### src/psc_pkg.sv
// Package for the startup configuration register bank
package psc_pkg;

   // Printed offsets are not all multiples of four: kept as indices, byte address is four times the index
   localparam logic [11:0] IDX_SUPPLY_FAULT_THRESHOLD   = 12'h0107;
   localparam logic [11:0] IDX_BUCK_CLOCK_AND_TRACKING  = 12'h0108;
   localparam logic [11:0] IDX_OUTPUT_AND_IF_CONTROL    = 12'h0109;
   localparam logic [11:0] IDX_BUCK_SWITCH_AUTOENABLE   = 12'h010a;
   localparam logic [11:0] IDX_LINEAR_BYPASS_AUTOENABLE = 12'h010b;
   localparam logic [11:0] IDX_LINEAR_AUTOENABLE_LOW    = 12'h010c;
   localparam int          ADDR_LSB                     = 2;
   localparam int          ADDR_W                       = 14;

   localparam logic [7:0]  RST_SUPPLY_FAULT_THRESHOLD   = 8'h00;
   localparam logic [7:0]  RST_BUCK_CLOCK_AND_TRACKING  = 8'h00;
   localparam logic [7:0]  RST_OUTPUT_AND_IF_CONTROL    = 8'h00;
   localparam logic [7:0]  RST_BUCK_SWITCH_AUTOENABLE   = 8'h00;
   localparam logic [7:0]  RST_LINEAR_BYPASS_AUTOENABLE = 8'h00;
   localparam logic [7:0]  RST_LINEAR_AUTOENABLE_LOW    = 8'h00;

   // Field positions
   localparam int HYST_HI = 6;
   localparam int HYST_LO = 4;
   localparam int LOWER_HI = 3;
   localparam int LOWER_LO = 0;
   localparam int CLKINV_HI = 7;
   localparam int CLKINV_LO = 3;
   localparam int CORE1_INV_BIT = 3;
   localparam int DISCHARGE_BIT = 2;
   localparam int TRACK_HI = 1;
   localparam int TRACK_LO = 0;
   localparam int FB3_POL_BIT = 7;
   localparam int FB2_POL_BIT = 6;
   localparam int FORCE_RESET_BIT = 5;
   localparam int HSM_BIT = 4;
   localparam int FMP_BIT = 3;
   localparam int SYSEN_KEEP_BIT = 2;
   localparam int IRQ_DEFER_BIT = 1;
   localparam int BYPASS_HI = 7;
   localparam int BYPASS_LO = 3;
   localparam int LIN_HI_AUTO_HI = 2;
   localparam int LIN_HI_AUTO_LO = 0;

   // Threshold steps in millivolts
   localparam logic [11:0] HYST_BASE_MV   = 12'd100;
   localparam logic [11:0] LOWER_BASE_MV  = 12'd2500;
   localparam logic [11:0] STEP_MV        = 12'd50;

   typedef enum logic [1:0] {TRK_NONE, TRK_PRO, TRK_CORE1, TRK_CORE2} psc_track_t;

   typedef struct packed {
      logic        psel;
      logic        penable;
      logic        pwrite;
      logic [31:0] paddr;
      logic [31:0] pwdata;
   } psc_apb_req_t;

   typedef struct packed {
      logic [31:0] prdata;
      logic        pready;
      logic        pslverr;
   } psc_apb_rsp_t;

endpackage

### src/psc_config_bank.sv
// Startup configuration register bank with APB slave and decoded controls
//
// Local design decision: the APB register port.
`timescale 1ns/100ps
`default_nettype none
module psc_config_bank
   import psc_pkg::*;
(
   input  wire logic         CORE_CLK,
   input  wire logic         RSTN,
   input  wire psc_apb_req_t APB_REQ,
   output logic              PREADY,
   output logic              PSLVERR,
   output logic [31:0]       PRDATA,
   // Live status from the power sequencer
   input  wire logic         POWERING_UP,
   input  wire logic         LOW_POWER_STATE,
   input  wire logic         OTP_SECOND_READ,
   input  wire logic         OTP_SYSTEM_EN,
   input  wire logic         IRQ_EVENT,
   input  wire logic         FEEDBACK_OUT2_RAW,
   input  wire logic         FEEDBACK_OUT3_RAW,
   input  wire logic [7:0]   BUCK_SWITCH_CONF_EN,
   input  wire logic [10:0]  LINEAR_CONF_EN,
   // Analog and pin controls
   output logic [11:0]       FAULT_HYSTERESIS_MV,
   output logic [11:0]       FAULT_LOWER_THRESHOLD_MV,
   output logic [5:0]        BUCK_CLOCK_INVERT,
   output logic              RAIL_DISCHARGE_ENABLE,
   output psc_track_t        LINEAR1_TRACKING_SELECT,
   output logic              FEEDBACK_OUT3,
   output logic              FEEDBACK_OUT2_O,
   output logic              FEEDBACK_OUT2_OE,
   output logic              SYSTEM_RESET_OUT_N,
   output logic              SECOND_BUS_HIGHSPEED_CONTINUOUS,
   output logic              SECOND_BUS_FASTPLUS_SELECT,
   output logic              SYSTEM_EN,
   output logic              INTERRUPT_OUT,
   output logic [7:0]        BUCK_SWITCH_ENABLE,
   output logic [4:0]        LINEAR_BYPASS_SELECT,
   output logic [10:0]       LINEAR_ENABLE
);

   function automatic logic [11:0] code_to_mv(input logic [11:0] base, input logic [3:0] code);
      code_to_mv = base + 12'(code) * STEP_MV;
   endfunction

   logic [7:0]  thr_q, thr_d;
   logic [7:0]  clk_q, clk_d;
   logic [7:0]  out_q, out_d;
   logic [7:0]  bsw_q, bsw_d;
   logic [7:0]  lbp_q, lbp_d;
   logic [7:0]  llo_q, llo_d;
   logic        sysen_q, sysen_d;
   logic        irq_pend_q, irq_pend_d;
   logic        irq_out_q, irq_out_d;
   logic [31:0] rdata_q, rdata_d;

   // APB decode; the slave answers in the access cycle, no wait states
   wire              setup_ok  = APB_REQ.psel & ~APB_REQ.penable;
   wire              access    = APB_REQ.psel & APB_REQ.penable;
   wire [ADDR_W-1:0] word_idx  = APB_REQ.paddr[ADDR_W+ADDR_LSB-1:ADDR_LSB];
   wire              aligned   = (APB_REQ.paddr[ADDR_LSB-1:0] == 2'b00)
                                 && (APB_REQ.paddr[31:ADDR_W+ADDR_LSB] == '0);
   wire              sel_thr   = aligned && (word_idx == ADDR_W'(IDX_SUPPLY_FAULT_THRESHOLD));
   wire              sel_clk   = aligned && (word_idx == ADDR_W'(IDX_BUCK_CLOCK_AND_TRACKING));
   wire              sel_out   = aligned && (word_idx == ADDR_W'(IDX_OUTPUT_AND_IF_CONTROL));
   wire              sel_bsw   = aligned && (word_idx == ADDR_W'(IDX_BUCK_SWITCH_AUTOENABLE));
   wire              sel_lbp   = aligned && (word_idx == ADDR_W'(IDX_LINEAR_BYPASS_AUTOENABLE));
   wire              sel_llo   = aligned && (word_idx == ADDR_W'(IDX_LINEAR_AUTOENABLE_LOW));
   wire              hit       = sel_thr | sel_clk | sel_out | sel_bsw | sel_lbp | sel_llo;
   wire              wr        = access & APB_REQ.pwrite;
   wire [7:0]        wbyte     = APB_REQ.pwdata[7:0];

   // All eight bits stored, reserved bit included
   assign thr_d = (wr && sel_thr) ? wbyte : thr_q;
   assign clk_d = (wr && sel_clk) ? wbyte : clk_q;
   assign out_d = (wr && sel_out) ? wbyte : out_q;
   assign bsw_d = (wr && sel_bsw) ? wbyte : bsw_q;
   assign lbp_d = (wr && sel_lbp) ? wbyte : lbp_q;
   assign llo_d = (wr && sel_llo) ? wbyte : llo_q;

   logic [7:0] rd_byte;
   always_comb begin
      if (sel_thr) begin
         rd_byte = thr_q;
      end else if (sel_clk) begin
         rd_byte = clk_q;
      end else if (sel_out) begin
         rd_byte = out_q;
      end else if (sel_bsw) begin
         rd_byte = bsw_q;
      end else if (sel_lbp) begin
         rd_byte = lbp_q;
      end else if (sel_llo) begin
         rd_byte = llo_q;
      end else begin
         rd_byte = 8'h00;
      end
   end
   // Read data captured in setup so it is stable from a flop during access
   assign rdata_d = (setup_ok && !APB_REQ.pwrite) ? {24'h0000_00, rd_byte} : rdata_q;

   // System enable reload on second OTP read unless kept
   assign sysen_d = (OTP_SECOND_READ && !out_q[SYSEN_KEEP_BIT]) ? OTP_SYSTEM_EN : sysen_q;

   // Deferred interrupt: event pending while low power, released in active mode
   wire defer = out_q[IRQ_DEFER_BIT] & LOW_POWER_STATE;
   assign irq_pend_d = defer ? (irq_pend_q | IRQ_EVENT) : 1'b0;
   assign irq_out_d  = defer ? 1'b0 : (IRQ_EVENT | irq_pend_q);

   always_ff @(posedge CORE_CLK) begin
      if (!RSTN) begin
         thr_q      <= RST_SUPPLY_FAULT_THRESHOLD;
         clk_q      <= RST_BUCK_CLOCK_AND_TRACKING;
         out_q      <= RST_OUTPUT_AND_IF_CONTROL;
         bsw_q      <= RST_BUCK_SWITCH_AUTOENABLE;
         lbp_q      <= RST_LINEAR_BYPASS_AUTOENABLE;
         llo_q      <= RST_LINEAR_AUTOENABLE_LOW;
         sysen_q    <= 1'b0;
         irq_pend_q <= 1'b0;
         irq_out_q  <= 1'b0;
         rdata_q    <= 32'h0000_0000;
      end else begin
         thr_q      <= thr_d;
         clk_q      <= clk_d;
         out_q      <= out_d;
         bsw_q      <= bsw_d;
         lbp_q      <= lbp_d;
         llo_q      <= llo_d;
         sysen_q    <= sysen_d;
         irq_pend_q <= irq_pend_d;
         irq_out_q  <= irq_out_d;
         rdata_q    <= rdata_d;
      end
   end

   assign PREADY  = 1'b1;
   assign PSLVERR = access & ~hit;
   assign PRDATA  = rdata_q;

   assign FAULT_HYSTERESIS_MV      = code_to_mv(HYST_BASE_MV, {1'b0, thr_q[HYST_HI:HYST_LO]});
   assign FAULT_LOWER_THRESHOLD_MV = code_to_mv(LOWER_BASE_MV, thr_q[LOWER_HI:LOWER_LO]);

   // Bit 0 is core2, always the inverse of core1
   assign BUCK_CLOCK_INVERT     = {clk_q[CLKINV_HI:CLKINV_LO], ~clk_q[CORE1_INV_BIT]};
   assign RAIL_DISCHARGE_ENABLE = clk_q[DISCHARGE_BIT];
   // Processor vs memory polarity left to software, not enforced
   assign LINEAR1_TRACKING_SELECT = psc_track_t'(clk_q[TRACK_HI:TRACK_LO]);

   // Raw feedback is active high; output inverted unless polarity bit set
   assign FEEDBACK_OUT3 = out_q[FB3_POL_BIT] ? FEEDBACK_OUT3_RAW : ~FEEDBACK_OUT3_RAW;
   // Open drain drives only low; push-pull drives always
   assign FEEDBACK_OUT2_O  = out_q[FB2_POL_BIT] ? 1'b0 : ~FEEDBACK_OUT2_RAW;
   assign FEEDBACK_OUT2_OE = out_q[FB2_POL_BIT] ? ~FEEDBACK_OUT2_RAW : 1'b1;

   assign SYSTEM_RESET_OUT_N              = ~out_q[FORCE_RESET_BIT];
   assign SECOND_BUS_HIGHSPEED_CONTINUOUS = out_q[HSM_BIT];
   assign SECOND_BUS_FASTPLUS_SELECT      = out_q[FMP_BIT];
   assign SYSTEM_EN                       = sysen_q;
   assign INTERRUPT_OUT                   = irq_out_q;

   // Autoenable forces rail on during power-up, else own config
   assign BUCK_SWITCH_ENABLE   = (POWERING_UP ? bsw_q : 8'h00) | BUCK_SWITCH_CONF_EN;
   assign LINEAR_BYPASS_SELECT = lbp_q[BYPASS_HI:BYPASS_LO];
   assign LINEAR_ENABLE = (POWERING_UP ? {lbp_q[LIN_HI_AUTO_HI:LIN_HI_AUTO_LO], llo_q} : 11'h000)
                          | LINEAR_CONF_EN;

endmodule
`default_nettype wire

### config.mk
export PLATFORM = sky130hd
export DESIGN_NAME = psc_config_bank
export DESIGN_NICKNAME = d
export VERILOG_FILES = /design/src/psc_pkg.sv /design/src/psc_config_bank.sv
export SDC_FILE = /design/constraint.sdc
export NUM_CORES = 1
export LEC_CHECK = 0
export BUFFER_PORTS_ARGS = -buffer_cell sky130_fd_sc_hd__buf_2
export CORE_MARGIN = 10
export CORE_UTILIZATION = 45
export CTS_CLUSTER_DIAMETER = 40
export CTS_CLUSTER_SIZE = 25
export DETAILED_ROUTE_END_ITERATION = 10
export PLACE_DENSITY = 0.87
export SETUP_SLACK_MARGIN = 0.3
export SLEW_MARGIN = 40
export SYNTH_ARGS = -nofsm -noshare
export SYNTH_HDL_FRONTEND = slang
export SYNTH_SLANG_ARGS = --single-unit
### constraint.sdc
create_clock -name CORE_CLK -period 5.05 [get_ports CORE_CLK]
set_clock_uncertainty 0.1 [all_clocks]
set_input_delay 1.01 -clock CORE_CLK [delete_from_list [all_inputs] [get_ports CORE_CLK]]
set_output_delay 1.01 -clock CORE_CLK [all_outputs]
set_load 0.02 [all_outputs]
======== Word-level counts from Yosys, hierarchy flattened ========
Cells that the tools add are included.
cells by class
  bitwise gates (word level) .............. 20
  multiplexer cells ....................... 11
  add/sub/neg operators ................... 2
  div/mod/pow operators ................... 0
  equal/unequal tests ..................... 6
  shift-type cells ........................ 0
  order comparisons ....................... 0
  reduce and logical (&&, ||, !) cells .... 21
  multipliers ............................. 2
operator list
  cell                      number
  $eq A14 B9 Y1 const B     6
  $mux W8                   7
  $logic_not A16 Y1         1
  $logic_and A1 B1 Y1       15
  $add A12 B10 Y12 const A  1
  $mux W11                  1
  $or A11 B11 Y11           1
  $add A7 B9 Y10 const A    1
  $mul A4 B5 Y9 const B     1
  $mul A3 B5 Y8 const B     1
  $or A8 B8 Y8              1
  $not A1 Y1                7
  $or A1 B1 Y1              6
  $and A1 B1 Y1             5
  $mux W1                   3
  $logic_not A1 Y1          2
  $logic_not A2 Y1          1
  $reduce_and A2 Y1         1
  $reduce_or A2 Y1          1
word-level totals
  logic and storage cells ................. 72
  memories ................................ 0
  register bits after elaboration ......... 59
  latch bits .............................. 0
  memory bits (writable) .................. 0
  bits in read-only memories .............. 0

======== Longest topological paths before layout ========
  depth in word-level cells ............... 10
  depth in mapped cells ................... 8

======== Worst setup path after synthesis ========
OpenSTA, ideal clock, no wires.
  path kind ............................... register to output
  start ................................... register thr_q[1]
  end ..................................... output FAULT_LOWER_THRESHOLD_MV[9]
  data arrival time ....................... 2.395 ns
  path buffers ............................ 0
  path slack .............................. 1.545 ns
  stages on the path, launching flop included .. 8
  required time ........................... 3.940 ns
  path through ............................ dfxtp_1 -> ha_1 -> inv_1 -> fa_1 -> nor2b_1 -> nor3_1 -> o21ba_2 -> a221oi_1
on the way
  cells in the longest elaborated chain, start to end .. 2
ends and longest elaborated chain
  what                    RTL line                text
  start, declared         psc_config_bank.sv:48   logic [7:0] thr_q, thr_d;
  start signal, assigned  psc_config_bank.sv:125  thr_q <= thr_d;
  $mul A4 B5 Y9           psc_config_bank.sv:45   code_to_mv = base + 12'(code) * STEP_MV;
  $add A12 B10 Y12        psc_config_bank.sv:45
  end, declared           psc_config_bank.sv:27   output logic [11:0] FAULT_LOWER_THRESHOLD_MV,
Every way passes these cells.

======== Worst setup path in the final report ========
Ends and elaborated chain as after synthesis.

==> flow_metrics.py <==
metrics = {
    "sta": {
        "grt_setup_unrepaired": "no",
        "fin_crit_ns": 3.92,
        "setup_tns_ns": 0,
        "worst_pin_slew_ns": 0.741,
        "finalSetupViolations": 0,
        "maxSlewHeadroom": 0.505,
        "drv_slew": 0,
        "hold_violations": 0,
        "fin_crit_sh": 0.775,
        "timing.fmax_ghz": 0.255,
    },
    "placement": {
        "dp_hpwl_mm": 8.81,
        "place_congestion": 0.927,
        "port_buffers": 139,
        "post_dp_cell_area_sq_um": 4360,
    },
    "clocking": {
        "insertion_delay_ns": 0.34,
        "clock_sinks": 59,
        "post_cts_resized": 0,
        "cts-root-buf": "clkbuf_8",
        "cts_tree": "built",
        "cts_max_level": 3,
        "path_clk_slew_ns": 0.07,
        "hold_buffers": 0,
        "numCtsBuffers": 9,
        "clockBufferDepth": 2,
        "cts_setup_buffers": 0,
    },
    "synth": {
        "synthArstFlopShare": 0,
        "synth_cell_type_count": 46,
        "synth_edf_count": 0,
        "synth_top_area_share": 0.313,
        "seq_area_frac_synth": 0.313,
        "yosysWarnings": 0,
        "synth.area.top_cells": "dfxtp_1 31%, mux2i_1 13%, buf_4 7.4%, nand2_1 6.4%, ha_1 5.0%",
        "synth_area_sq_um": 3770,
        "synth_cells": 404,
        "ys.flop_type": "dfxtp_1",
        "syn_area_per_cell_sq_um": 9.34,
        "ys_ff_latch": 59,
        "synth_top_area_cell": "dfxtp_1",
    },
    "pwr": {
        "seq_power_share": 0.457,
        "p_sw_mw": 0.276,
        "powerDensity_nw_per_um2": 224,
        "p_leak_nw": 2.18,
        "peakVddDrop_v": 0.000161,
        "p_clk_frac": 0.418,
        "p_int_mw": 0.744,
        "combPwrFrac": 0.125,
        "switching_share": 0.270,
    },
    "job": {
        "drv_cap": 0,
    },
    "detailed_routing": {
        "first_pass_iters": 5,
        "drt_wl_total_mm": 11.2,
        "avgViaCountPerCell": 5.31,
        "vias": 3375,
        "ant_nets": 0,
        "drt_iter0_drc": 266,
        "wire_per_inst_um": 17.6,
        "drc": 0,
    },
    "die": {
        "rows": 33,
        "ioPinCount": 194,
        "start_util": 0.461,
        "die_h_um": 112,
        "core_area_sq_um": 8180,
        "die_w_um": 112,
        "dieArea_sq_um": 12400,
    },
    "grt": {
        "grt_start_max_net_pins": 61,
        "grt_first_pass_wirelength_mm": 18.1,
        "grt-ovfl-total": 0,
        "grt_antenna_before_repair": 0,
        "track_usage": 0.174,
        "first_global_vias": 3520,
    },
    "setup_path": {
        "crit_family": "adder cells",
        "crit_top_cell": "ha_1",
        "slowest_stage": "fa_1",
        "path_buf_inv": 2,
        "start_kind": "register",
        "cp_cell_sequence": "ha_1, ha_1, inv_1, fa_1, o21ai_0, o21ba_2, a221oi_1, buf_2",
        "required_ns": 3.94,
        "end_kind": "output pin",
        "arrival_ns": 2.81,
        "critPathMaxStageDelay_ns": 0.50,
        "crit_fanout": 6,
        "crit_type": "reg -> out",
    },
    "min_path": {
        "hp-class": "reg -> reg",
    },
    "cells_and_area": {
        "nNetsFinal": 638,
        "areaGrowthSynthToFinish_pct": 20.8,
        "diodes": 0,
        "drive_above_1_share": 0.343,
        "finalInstanceArea_sq_um": 4560,
    },
    "status": {
        "status": "complete, no violations",
    },
}
==> layout by cell type (no fill, tap or decap), types with 9 or more instances in the layout <==
| cell | n |
|---|---|
| clkbuf_8 | 10 |
| conb_1 | 30 |
| ha_1 | 15 |
| o21ai_0 | 10 |
| a22oi_1 | 10 |
| inv_1 | 14 |
| nand2_1 | 64 |
| dfxtp_1 | 59 |
| buf_2 | 138 |
| a21o_1 | 20 |
| a22o_1 | 9 |
| mux2i_1 | 49 |
==> state kept, by name (all words and copies together), names as in the netlist, 8 cells and up <==
register and count:
lbp_q 8, out_q 8, bsw_q 8, llo_q 8, thr_q 8, PRDATA 8
clk_q 8
==> routing by layer <==
metal,track usage,up-vias,part of all wire
li1,-,1615,-
met1,0.197,1566,0.39
met2,0.303,174,0.50
met3,0.0574,20,0.091
met4,0.0566,0,0.018
met5,0,-,0
==> power groups by stage <==
| stage | Sequential, mW | Combinational (mW) | Clock (mW) |
|---|---|---|---|
| after floorplan | 0.478 | 0.0915 | 0 |
| after global placement | 0.477 | 0.123 | 0 |
| after detailed placement | 0.477 | 0.126 | 0 |
| after CTS | 0.466 | 0.126 | 0.429 |
| after global routing | 0.466 | 0.138 | 0.453 |
| final | 0.466 | 0.127 | 0.426 |
==> area by class of cell <==
cell class | count | area [sq um]
Clock buffer | 10 | 138
Clock inverter | 5 | 53.8
Fill cell | 735 | 3620
Inverter | 15 | 56.3
Multi-Input combinational cell | 302 | 2290
Sequential cell | 59 | 1180
Tap cell | 105 | 131
Timing Repair Buffer | 140 | 706
==> worst min-delay path: stages (launching register included) <==
cell and delay [ns]:
dfxtp_1 0.31, nand2_1 0.05, mux2i_1 0.05
==> path summary, 6_finish.rpt <==
check / from / endpoint / slack [ns] / depth (start not counted)
min: out_q[0] / out_q[0] / 0.36 / 2
min reg2reg: out_q[0] / out_q[0] / 0.36 / 2
max reg2reg: out_q[2] / PRDATA[2] / 3.50 / 4
max: thr_q[1] / FAULT_LOWER_THRESHOLD_MV[9] / 1.13 / 8
==> cells by family after synthesis <==
group	share of synthesized area
compound gates	0.141
xor+xnor	0.0302
mux	0.154
fa+ha+maj	0.0551
other cells	0.00199
buf+inv	0.109
simple gates	0.196
flops	0.313
==> cell usage after synthesis (2+ instances only) <==
master,count
nand2_1,64
dfxtp_1,59
mux2i_1,49
buf_4,37
a21o_1,20
ha_1,15
inv_1,14
clkbuf_1,13
a22oi_1,10
o21ai_0,10
a22o_1,9
mux2_2,8
xnor2_1,8
nand3_1,7
nor2b_1,7
a21oi_1,6
a222oi_1,6
nor2_1,6
nor4_4,6
buf_2,5
nor3_4,5
xor2_1,5
nor3b_1,4
and3_1,3
and4b_1,2
conb_1,2
nand2b_1,2
nand4_4,2
nor3_1,2
or3_1,2
==> metrics by stage <==
| stage | std cells | power [mW] | setup WS [ns] | hold slack, ns | util |
|---|---|---|---|---|---|
| finish | 636 | 1.02 | 1.13 | 0.363 | 0.557 |
| global route | 636 | 1.06 | 0.897 | 0.390 | 0.557 |
| CTS | 636 | 1.02 | 1.12 | 0.364 | 0.557 |
| detailed placement | 621 | 0.603 | 1.52 | 0.348 | 0.534 |
| global placement | 621 | 0.600 | 1.61 | 0.339 | 0.533 |
| floorplan | 432 | 0.570 | 1.55 | 0.331 | - |
Note: power is estimated with default switching activity, not from simulation.
